===== config.mk =====
export PLATFORM = sky130hd
export DESIGN_NAME = ssv_sync_vcm_top
export DESIGN_NICKNAME = d
export VERILOG_FILES = /design/src/logic/ssv_pkg.sv /design/src/logic/ssv_sync_vcm_top.sv /design/src/logic/ssv_pin_sync.sv
export SDC_FILE = /design/constraint.sdc
export NUM_CORES = 1
export LEC_CHECK = 0
export CAP_MARGIN = 30
export CORE_UTILIZATION = 40
export DETAILED_ROUTE_END_ITERATION = 6
export DONT_BUFFER_PORTS = 1
export SETUP_SLACK_MARGIN = 0.15
export SYNTH_ARGS = -nofsm -noshare
export SYNTH_HDL_FRONTEND = slang
export SYNTH_SLANG_ARGS = --single-unit

===== constraint.sdc =====
create_clock -name mclk -period 2.1 [get_ports mclk]
set_clock_uncertainty 0.15 [all_clocks]
set_input_delay 0.105 -clock mclk [delete_from_list [all_inputs] [get_ports mclk]]
set_output_delay 0.105 -clock mclk [all_outputs]
set_load 0.05 [all_outputs]

===== src/logic/ssv_pkg.sv =====
// Purpose: Shared constants for the software sync and common-mode config bank.
// Assumes: 40 MHz mclk; 16-bit serial frames (rw, 7-bit address, 8-bit data).
// Notes:   The sync pulse time is kept in nanoseconds and turned into cycles here.
package ssv_pkg;
  localparam int unsigned CLK_PERIOD_NS = 25;
  localparam int unsigned DATA_W        = 8;
  localparam int unsigned ADDR_W        = 7;
  localparam int unsigned FRAME_BITS    = 16;

  // Register offsets and reset values.
  localparam logic [6:0] GEN_CFG_ADDR   = 7'h05;
  localparam logic [6:0] DATA_CTRL_ADDR = 7'h06;
  localparam logic [7:0] GEN_CFG_RST    = 8'h08;
  localparam logic [7:0] DATA_CTRL_RST  = 8'h80;
  localparam logic [7:0] UNMAPPED_READ  = 8'h00;

  // Field positions.
  localparam int unsigned RETIME_BIT    = 5;
  localparam int unsigned CM_PD_BIT     = 4;
  localparam int unsigned CM_VSEL_LSB   = 0;
  localparam int unsigned SOFT_SYNC_BIT = 7;

  // Common-mode output level codes.
  localparam logic [1:0] CM_HALF_SUPPLY = 2'h0;
  localparam logic [1:0] CM_1V65        = 2'h1;
  localparam logic [1:0] CM_2V50        = 2'h2;
  localparam logic [1:0] CM_2V14        = 2'h3;

  // Sync output pulse: least time, rounded up to whole cycles.
  localparam int unsigned SYNC_PULSE_NS     = 100;
  localparam int unsigned SYNC_PULSE_CYCLES =
    (SYNC_PULSE_NS + CLK_PERIOD_NS - 1) / CLK_PERIOD_NS;

  // Default filter settling time in mclk cycles.
  localparam int unsigned SETTLE_CYCLES_DEF = 8192;

  typedef enum logic [0:0] {
    SSV_RUN    = 1'b0,
    SSV_SETTLE = 1'b1
  } ssv_settle_t;
endpackage : ssv_pkg


===== src/logic/ssv_sync_vcm_top.sv =====
// Purpose: Serial register bank for software sync and common-mode buffer set-up.
// Assumes: sclk at most mclk/16; serial mode with sdi taken on sclk rising edge.
// Notes:   Frame is rw bit (1 = read), 7-bit address, 8-bit data, msb first.
`timescale 1ns/1ps
`default_nettype none
// Overview of operation
// - Power-down bit set turns common-mode buffer off; clear keeps it running.
// - Two-bit select picks half supply, 1.65 V, 2.5 V or 2.14 V.
// - Channel 0 standby also disables the common-mode output.
// - Request is taken at last rising sclk of the frame raising the bit.
// - Software request acts like a start pulse and appears on sync output.
// - Each pulse seen on sync input resets all decimation filters.
// - After a sync reset, data stays withheld until filters have settled.
// - The software sync bit resets to one.
// - Retime bit set derives the sync output from the opposite mclk edge.
module ssv_sync_vcm_top #(
  parameter int unsigned SETTLE_CYCLES = ssv_pkg::SETTLE_CYCLES_DEF,
  parameter int unsigned CNT_W         = 16
) (
  // Clock and reset.
  input  wire logic       mclk,
  input  wire logic       reset,
  // Serial register port.
  input  wire logic       sclk,
  input  wire logic       cs_n,
  input  wire logic       sdi,
  output logic            sdo,
  output logic            sdo_oe,
  // Sync pins.
  input  wire logic       start_n,
  input  wire logic       sync_in_n,
  output logic            sync_out_n,
  // Channel and analog control.
  input  wire logic       ch0_standby,
  output logic            cm_buffer_powerdown,
  output logic            cm_output_enable,
  output logic [1:0]      cm_voltage_select,
  // Filter and data control.
  output logic            filter_reset,
  output logic            data_output_enable
);
  localparam logic [2:0]       PULSE_LEN  =
    3'(ssv_pkg::SYNC_PULSE_CYCLES);
  localparam logic [CNT_W-1:0] SETTLE_LEN = CNT_W'(SETTLE_CYCLES);

  logic [3:0] pins;
  logic [3:0] lv;
  logic       sclk_s;
  logic       cs_n_s;
  logic       sdi_s;
  logic       start_n_s;

  assign pins = {sclk, cs_n, sdi, start_n};

  ssv_pin_sync #(
    .WIDTH (4),
    // Reset levels match the idle pins, so no false start edge follows reset.
    .INIT  (4'h5)
  ) u_pins (
    .mclk      (mclk),
    .reset     (reset),
    .pin_in    (pins),
    .level_out (lv)
  );

  assign sclk_s    = lv[3];
  assign cs_n_s    = lv[2];
  assign sdi_s     = lv[1];
  assign start_n_s = lv[0];

  logic sync_in_s;

  ssv_pin_sync #(
    .WIDTH (1),
    .INIT  (1'h1)
  ) u_sync_in (
    .mclk      (mclk),
    .reset     (reset),
    .pin_in    (sync_in_n),
    .level_out (sync_in_s)
  );

  // Serial frame state.
  logic        sclk_d_r,   sclk_d_nxt;
  logic        start_d_r,  start_d_nxt;
  logic [4:0]  bit_cnt_r,  bit_cnt_nxt;
  logic [15:0] shift_r,    shift_nxt;
  logic [7:0]  tx_r,       tx_nxt;
  logic        sdo_r,      sdo_nxt;
  // Registers.
  logic [7:0]  gen_cfg_r,  gen_cfg_nxt;
  logic        ssync_r,    ssync_nxt;
  // Sync output and filter settling.
  logic [2:0]  pulse_cnt_r, pulse_cnt_nxt;
  logic        sync_pos_r,  sync_pos_nxt;
  logic        sync_neg_r;
  logic        sync_in_d_r, sync_in_d_nxt;
  logic        frst_r,      frst_nxt;
  logic [CNT_W-1:0] settle_cnt_r, settle_cnt_nxt;
  ssv_pkg::ssv_settle_t st_r, st_nxt;
  logic        cm_en_r,     cm_en_nxt;

  logic        sclk_rise;
  logic        sclk_fall;
  logic [15:0] frame;
  logic [7:0]  rdata;
  logic        wr_done;
  logic        soft_req;

  always_comb begin
    sclk_rise   = sclk_s & ~sclk_d_r & ~cs_n_s;
    sclk_fall   = ~sclk_s & sclk_d_r & ~cs_n_s;
    sclk_d_nxt  = sclk_s;
    start_d_nxt = start_n_s;
    frame       = {shift_r[14:0], sdi_s};
    bit_cnt_nxt = bit_cnt_r;
    shift_nxt   = shift_r;
    tx_nxt      = tx_r;
    sdo_nxt     = sdo_r;
    wr_done     = 1'b0;
    // Read data is picked at the address's last bit, while the address
    // still sits in the low bits of the frame.
    case (frame[ssv_pkg::ADDR_W-1:0])
      ssv_pkg::GEN_CFG_ADDR:   rdata = gen_cfg_r;
      ssv_pkg::DATA_CTRL_ADDR: rdata = {ssync_r, 7'h00};
      default:                 rdata = ssv_pkg::UNMAPPED_READ;
    endcase
    if (cs_n_s) begin
      bit_cnt_nxt = 5'h00;
      sdo_nxt     = 1'b0;
    end else if (sclk_rise && bit_cnt_r < 5'(ssv_pkg::FRAME_BITS)) begin
      shift_nxt   = frame;
      bit_cnt_nxt = bit_cnt_r + 5'h01;
      if (bit_cnt_r == 5'(ssv_pkg::ADDR_W)) begin
        tx_nxt = rdata;
      end
      // The write acts on the frame's last rising sclk edge.
      if (bit_cnt_r == 5'(ssv_pkg::FRAME_BITS - 1) && !frame[15]) begin
        wr_done = 1'b1;
      end
    end else if (sclk_fall && bit_cnt_r >= 5'(ssv_pkg::DATA_W)) begin
      sdo_nxt = tx_r[7];
      tx_nxt  = {tx_r[6:0], 1'b0};
    end
  end

  always_comb begin
    gen_cfg_nxt = gen_cfg_r;
    ssync_nxt   = ssync_r;
    soft_req    = 1'b0;
    if (wr_done && frame[14:8] == ssv_pkg::GEN_CFG_ADDR) begin
      gen_cfg_nxt = frame[7:0];
    end
    if (wr_done && frame[14:8] == ssv_pkg::DATA_CTRL_ADDR) begin
      ssync_nxt = frame[ssv_pkg::SOFT_SYNC_BIT];
      // Only a low-to-high change of the bit requests a sync.
      soft_req  = ~ssync_r & frame[ssv_pkg::SOFT_SYNC_BIT];
    end
  end

  // A soft request or a start pin falling edge both launch the pulse.
  always_comb begin
    pulse_cnt_nxt = pulse_cnt_r;
    if (soft_req || (start_d_r && !start_n_s)) begin
      pulse_cnt_nxt = PULSE_LEN;
    end else if (pulse_cnt_r != 3'h0) begin
      pulse_cnt_nxt = pulse_cnt_r - 3'h1;
    end
    sync_pos_nxt = (pulse_cnt_nxt != 3'h0);
  end

  // Every falling edge on the sync input resets the filters and
  // restarts the settling wait, even one arriving mid-settle.
  always_comb begin
    sync_in_d_nxt  = sync_in_s;
    frst_nxt       = sync_in_d_r & ~sync_in_s;
    st_nxt         = st_r;
    settle_cnt_nxt = settle_cnt_r;
    if (frst_r) begin
      st_nxt         = ssv_pkg::SSV_SETTLE;
      settle_cnt_nxt = SETTLE_LEN;
    end else begin
      case (st_r)
        ssv_pkg::SSV_RUN: begin
          settle_cnt_nxt = '0;
        end
        ssv_pkg::SSV_SETTLE: begin
          if (settle_cnt_r <= CNT_W'(1)) begin
            st_nxt         = ssv_pkg::SSV_RUN;
            settle_cnt_nxt = '0;
          end else begin
            settle_cnt_nxt = settle_cnt_r - CNT_W'(1);
          end
        end
        default: begin
          st_nxt = ssv_pkg::SSV_RUN;
        end
      endcase
    end
    // The common-mode output hangs off channel 0, so its standby kills it.
    cm_en_nxt = ~gen_cfg_r[ssv_pkg::CM_PD_BIT] & ~ch0_standby;
  end

  always_ff @(posedge mclk) begin
    if (reset) begin
      sclk_d_r     <= 1'b0;
      start_d_r    <= 1'b1;
      bit_cnt_r    <= 5'h00;
      shift_r      <= 16'h0000;
      tx_r         <= 8'h00;
      sdo_r        <= 1'b0;
      gen_cfg_r    <= ssv_pkg::GEN_CFG_RST;
      ssync_r      <= ssv_pkg::DATA_CTRL_RST[ssv_pkg::SOFT_SYNC_BIT];
      pulse_cnt_r  <= 3'h0;
      sync_pos_r   <= 1'b0;
      sync_in_d_r  <= 1'b1;
      frst_r       <= 1'b0;
      st_r         <= ssv_pkg::SSV_RUN;
      settle_cnt_r <= '0;
      cm_en_r      <= 1'b0;
    end else begin
      sclk_d_r     <= sclk_d_nxt;
      start_d_r    <= start_d_nxt;
      bit_cnt_r    <= bit_cnt_nxt;
      shift_r      <= shift_nxt;
      tx_r         <= tx_nxt;
      sdo_r        <= sdo_nxt;
      gen_cfg_r    <= gen_cfg_nxt;
      ssync_r      <= ssync_nxt;
      pulse_cnt_r  <= pulse_cnt_nxt;
      sync_pos_r   <= sync_pos_nxt;
      sync_in_d_r  <= sync_in_d_nxt;
      frst_r       <= frst_nxt;
      st_r         <= st_nxt;
      settle_cnt_r <= settle_cnt_nxt;
      cm_en_r      <= cm_en_nxt;
    end
  end

  // Half-cycle retimed copy of the pulse for the alternate edge option.
  always_ff @(negedge mclk) begin
    if (reset) begin
      sync_neg_r <= 1'b0;
    end else begin
      sync_neg_r <= sync_pos_r;
    end
  end

  assign sync_out_n = gen_cfg_r[ssv_pkg::RETIME_BIT] ? ~sync_neg_r
                                                     : ~sync_pos_r;
  assign sdo                 = sdo_r;
  assign sdo_oe              = ~cs_n_s;
  assign cm_buffer_powerdown = gen_cfg_r[ssv_pkg::CM_PD_BIT];
  assign cm_voltage_select   = gen_cfg_r[ssv_pkg::CM_VSEL_LSB +: 2];
  assign cm_output_enable    = cm_en_r;
  assign filter_reset        = frst_r;
  assign data_output_enable  = (st_r == ssv_pkg::SSV_RUN);
endmodule : ssv_sync_vcm_top
`default_nettype wire


===== src/logic/ssv_pin_sync.sv =====
// Purpose: Three-flop synchroniser with agreement filter for a group of pins.
// Assumes: Inputs are asynchronous to mclk.
// Notes:   A new level is accepted only when stages two and three agree.
`timescale 1ns/1ps
`default_nettype none
module ssv_pin_sync #(
  parameter int unsigned         WIDTH = 1,
  parameter logic [WIDTH-1:0]    INIT  = '0
) (
  // Clock and reset.
  input  wire logic              mclk,
  input  wire logic              reset,
  // Pins and clean levels.
  input  wire logic [WIDTH-1:0]  pin_in,
  output logic      [WIDTH-1:0]  level_out
);
  logic [WIDTH-1:0] s1_r;
  logic [WIDTH-1:0] s2_r;
  logic [WIDTH-1:0] s3_r;
  logic [WIDTH-1:0] lvl_r;
  logic [WIDTH-1:0] lvl_nxt;

  genvar i;
  generate
    for (i = 0; i < WIDTH; i++) begin : g_bit
      always_comb begin
        lvl_nxt[i] = (s2_r[i] == s3_r[i]) ? s3_r[i] : lvl_r[i];
      end
    end
  endgenerate

  always_ff @(posedge mclk) begin
    if (reset) begin
      s1_r  <= INIT;
      s2_r  <= INIT;
      s3_r  <= INIT;
      lvl_r <= INIT;
    end else begin
      s1_r  <= pin_in;
      s2_r  <= s1_r;
      s3_r  <= s2_r;
      lvl_r <= lvl_nxt;
    end
  end

  assign level_out = lvl_r;
endmodule : ssv_pin_sync
`default_nettype wire


# [Word level (Yosys, flattened, before mapping)]
# Index checks and enable logic that the tools add are counted.
# Widths: inputs -> output; s select.
[totals] wordCells=98 out_inout_bits=9 input_bits=8 ff_bits=85
[classes] n_reduce_logical=17 n_lt_le_gt_ge=3 n_bitwise=18 muxes=17 n_eq_ne=12 n_addsub=3
[op_table] cell="$pmux 16 s2" n=1
[op_table] cell="$eq 7x3->1 const B" n=4
[op_table] cell="$mux 8" n=3
[op_table] cell="$le 16x1->1 const B" n=1
[op_table] cell="$mux 16" n=1
[op_table] cell="$pmux 8 s2" n=1
[op_table] cell="$sub 16x1->16 const B" n=1
[op_table] cell="$mux 14" n=1
[op_table] cell="$not 1->1" n=11
[op_table] cell="$mux 1" n=8
[op_table] cell="$and 1x1->1" n=7
[op_table] cell="$logic_and 1x1->1" n=6
[op_table] cell="$mux 3" n=2
[op_table] cell="$reduce_bool 3->1" n=2
[op_table] cell="$add 5x1->5 const B" n=1
[op_table] cell="$eq 1x1->1" n=5
[op_table] cell="$eq 5x3->1 const B" n=1
[op_table] cell="$eq 5x4->1 const B" n=1
[op_table] cell="$ge 5x4->1 const B" n=1
[op_table] cell="$lt 5x5->1 const B" n=1
[op_table] cell="$reduce_and 2->1" n=2
[op_table] cell="$reduce_or 2->1" n=2
[op_table] cell="$reduce_and 3->1" n=1
[op_table] cell="$sub 3x1->3 const B" n=1
[op_table] cell="other kinds (4)" n=5

# [Logic depth before layout (Yosys ltp)]
[depth] ltp_word=11 mapped_depth=7 depth_no_buf=7

# [Hierarchy]
# A second synthesis with hierarchy kept.
[hier_totals] hier_cells=362 hier_area_um2=3331.9
[modules_own_cells] module="ssv_sync_vcm_top" area_each_um2=2735.1 seq_area_each_um2=1301.2 n_inst=1 cells_each=311
[modules_own_cells] module="ssv_pin_sync (u_pins)" area_each_um2=481.7 seq_area_each_um2=320.3 n_inst=1 cells_each=41
[modules_own_cells] module="ssv_pin_sync (u_sync_in)" area_each_um2=115.1 seq_area_each_um2=80.1 n_inst=1 cells_each=10

==> metrics.md <==
| Metric | Value |
|---|---|
| Outcome | `finished with violations` |
| Failing checks | `setup timing` |
| Largest net degree at the start of global routing | `65` |
| CTS tree | `done` |
| Cell taking the most area after synthesis | `dfxtp_1` |
| Initial antenna violation count | `0` |
| Ys async rst share | `0%` |
| Slew Viols, Final | `0` |
| PortBufs | `0` |
| Critical Path RT | `1.85 ns` |
| Slew @ Worst Pin | `0.493 ns` |
| Post-route cell area | `about 4100 um^2` |
| Post-Synth Simple-Gate Area | `23.1%` |
| DR vias | `2501` |
| First-pass GRT wire length | `10900 um` |
| Post-synth EDFFs | `0` |
| Ys flop type | `dfxtp_1` |
| CTS root buffer | `clkbuf_8` |
| VDD IR max | `between 0.5 and 0.6 mV` |
| Final ANT Viol Nets | `0` |
| Post-Syn Nets | `373` |
| DRC violations left | `0` |
| Clock sink count | `85` |
| DP HPWL | `~3800 um` |
| Mean Syn Cell Area | `between 9 and 10 um^2` |
| Place WS | `-0.0226 ns` |
| Sum Neg Setup Slack | `-0.762 ns` |
| Die ar. | `8590 um^2` |
| Vias in the first global route | `2387` |
| DRT Pass-1 Iters | `4` |
| Sw power | `between 700 and 800 uW` |
| Clk network pwr share | `39.7%` |
| Clock Latency Late Sink | `0.35 ns` |
| Final setup viols | `16` |
| Hold Violations, Final | `0` |
| RSZ-0062 raised after global routing | `true` |
| Int Pwr | `roughly 2400 uW` |
| Min-delay worst type | `input pin to flip-flop` |
| Die Wd | `92.7 um` |
| WL/cell | `roughly 13 um` |
| Number of diodes | `0` |
| CP Launch Type | `flip-flop` |
| Synthesis Warnings | `0` |
| Register share of total power | `a little over half` |
| Post-synthesis sequential area ratio | `51.8%` |
| Initial drt markers | `84` |
| Top cell type's share of synthesized area | `just over 50%` |
| Clock transition at path regs | `0.09 ns` |
| Slew HR | `approximately two thirds` |
| Hold Worst Slack | `0.230 ns` |
| FP Rows | `32` |
| Post-DP Area | `about 3600 um^2` |
| Max-cap check violation count | `0` |
| Layout area overhead | `24.6%` |
| Synth Instances | `around 360` |
| CP top delay family | `flip-flops` |
| Vias/cell | `around 5.1` |
| Grt total ovfl | `0` |
| Commonest non-fill, non-tap cells in the layout | `dfxtp_1, nand2_1, nor2_1` |
| DRT Wirelength | `between 6000 and 7000 um` |
| CP bufs+invs | `1` |
| Static Leak | `0.00167 uW` |
| Critical-path top delay cell | `dfxtp_2` |
| Share of cells above drive strength 1 | `between 20 and 25%` |
| Post-synthesis mux area share | `under 10%` |
| Initial Util | `between 40% and 50%` |
| IO Pins | `17` |
| Netlist cell types | `46` |
| Inserted Clock Buffers | `9` |
| Slowest stage delay, CP | `approximately 0.31 ns` |
| Total core area | `approximately 7800 um^2` |
| Total power | `between 3000 and 4000 uW` |
| Adder-cell share of the synthesized area | `between 2 and 3%` |
| Final WS setup | `-0.215 ns` |
| Xor/xnor share of the synthesized area | `3.46%` |
| Die Y | `approximately 90 um` |
| Critical Path AT | `slightly above 2 ns` |
| Crit-path max FO | `1` |
| Combinational power share | `7.6%` |
| RD Place Congestion | `between 0.7 and 0.8` |
| Switch share | `a little under a quarter` |
| CP endpoint kind | `output port` |
| Top cells by area, synth | `dfxtp_1, nor2_1, nand2_1` |
| FF+latch count, synth | `85` |
| Setup CP Type | `flip-flop to output port` |
| Synthesized area | `~3300 um^2` |
| Cell breakdown of the critical path | `mux2i_4 -> buf_12` |
| Complex-gate fraction of the synthesized area | `between 10% and 20%` |
| Pwr per Cell Area | `~780 nW/um^2` |
| Final #Nets | `~400` |
| H-tree Lvls | `3` |
| Most common cell after layout, fill and taps aside | `dfxtp_1` |
| Clk buf depth | `2` |
| Main combinational cell family by area after synthesis | `simple AND/OR/NAND/NOR gates` |
| Tot GR Track Use | `between 10% and 20%` |
## routing by layer
layer	vias up	wire length (um)	track usage (%)
met5	-	0	0
met4	0	116	7.18
met3	11	152	3.04
met2	34	2890	24.5
met1	1174	3230	21.5
li1	1282	-	-
## power groups by stage
| stage | clock network (uW) | registers, uW | logic, uW |
|---|---|---|---|
| finish | 1260 | 1680 | 243 |
| CTS | 1290 | 1680 | 234 |
| global route | 1350 | 1680 | 264 |
| detailed placement | 5.96 | 1710 | 197 |
| floorplan | 5.96 | 1710 | 157 |
| global placement | 5.96 | 1710 | 188 |
## cell type report
class | count | area [um^2]
fillers | 748 | 3750
flip-flops and latches | 85 | 1710
multi-input cells | 241 | 1650
repair buffers | 35 | 338
clock buffers | 11 | 131
well taps | 102 | 128
clock inverters | 6 | 86.3
inverters | 13 | 48.8
## cell usage after synthesis, drive strengths merged (8+ instances only)
master	count
xor2	8
inv	14
clkbuf	14
dfxtp	85
or2	12
mux2i	8
nor2b	13
nor3	10
a21oi	30
nor2	45
nand2	42
## per-stage QoR
stage,instances,util (%)
global placement,462,45.4
CTS,493,51.2
detailed placement,462,45.4
floorplan,358,-
global route,493,52.2
finish,493,52.2
## logic make-up after synthesis
family / count (synthesis)
simple gates: 153
flops: 85
compound gates: 60
buf+inv: 32
xor+xnor: 13
mux: 8
fa+ha+maj: 7
## repair_timing
action / 4_1_cts / 5_1_grt
gates cloned: 1 / 0
setup buffers: 5 / 0
endpoints found under the hold margin: 84 / 0
gates resized for setup: 22 / 17
pin swaps: 17 / 5
endpoints found under the setup margin: 25 / 30
hold buffers: 9 / 0
## flip-flops by register name, summed over array words and instances, names as in the netlist, 3 cells and up
name,count
gen_cfg_r,8
u_pins.s3_r,4
tx_r,8
shift_r,15
u_pins.level_out,4
bit_cnt_r,5
settle_cnt_r,16
pulse_cnt_r,3
u_pins.s2_r,4
u_pins.s1_r,4
## final timing paths
kind	start	end	slack (ns)	cells after the start
setup / recovery	sync_neg_r	sync_out_n	-0.21	2
hold / removal	cs_n	u_pins.s1_r[2]	0.23	2
setup reg to reg	settle_cnt_r[8]	settle_cnt_r[15]	-0.06	5
hold reg to reg	sync_in_d_r	filter_reset	0.26	2
Note: power is estimated with default switching activity, not from simulation.
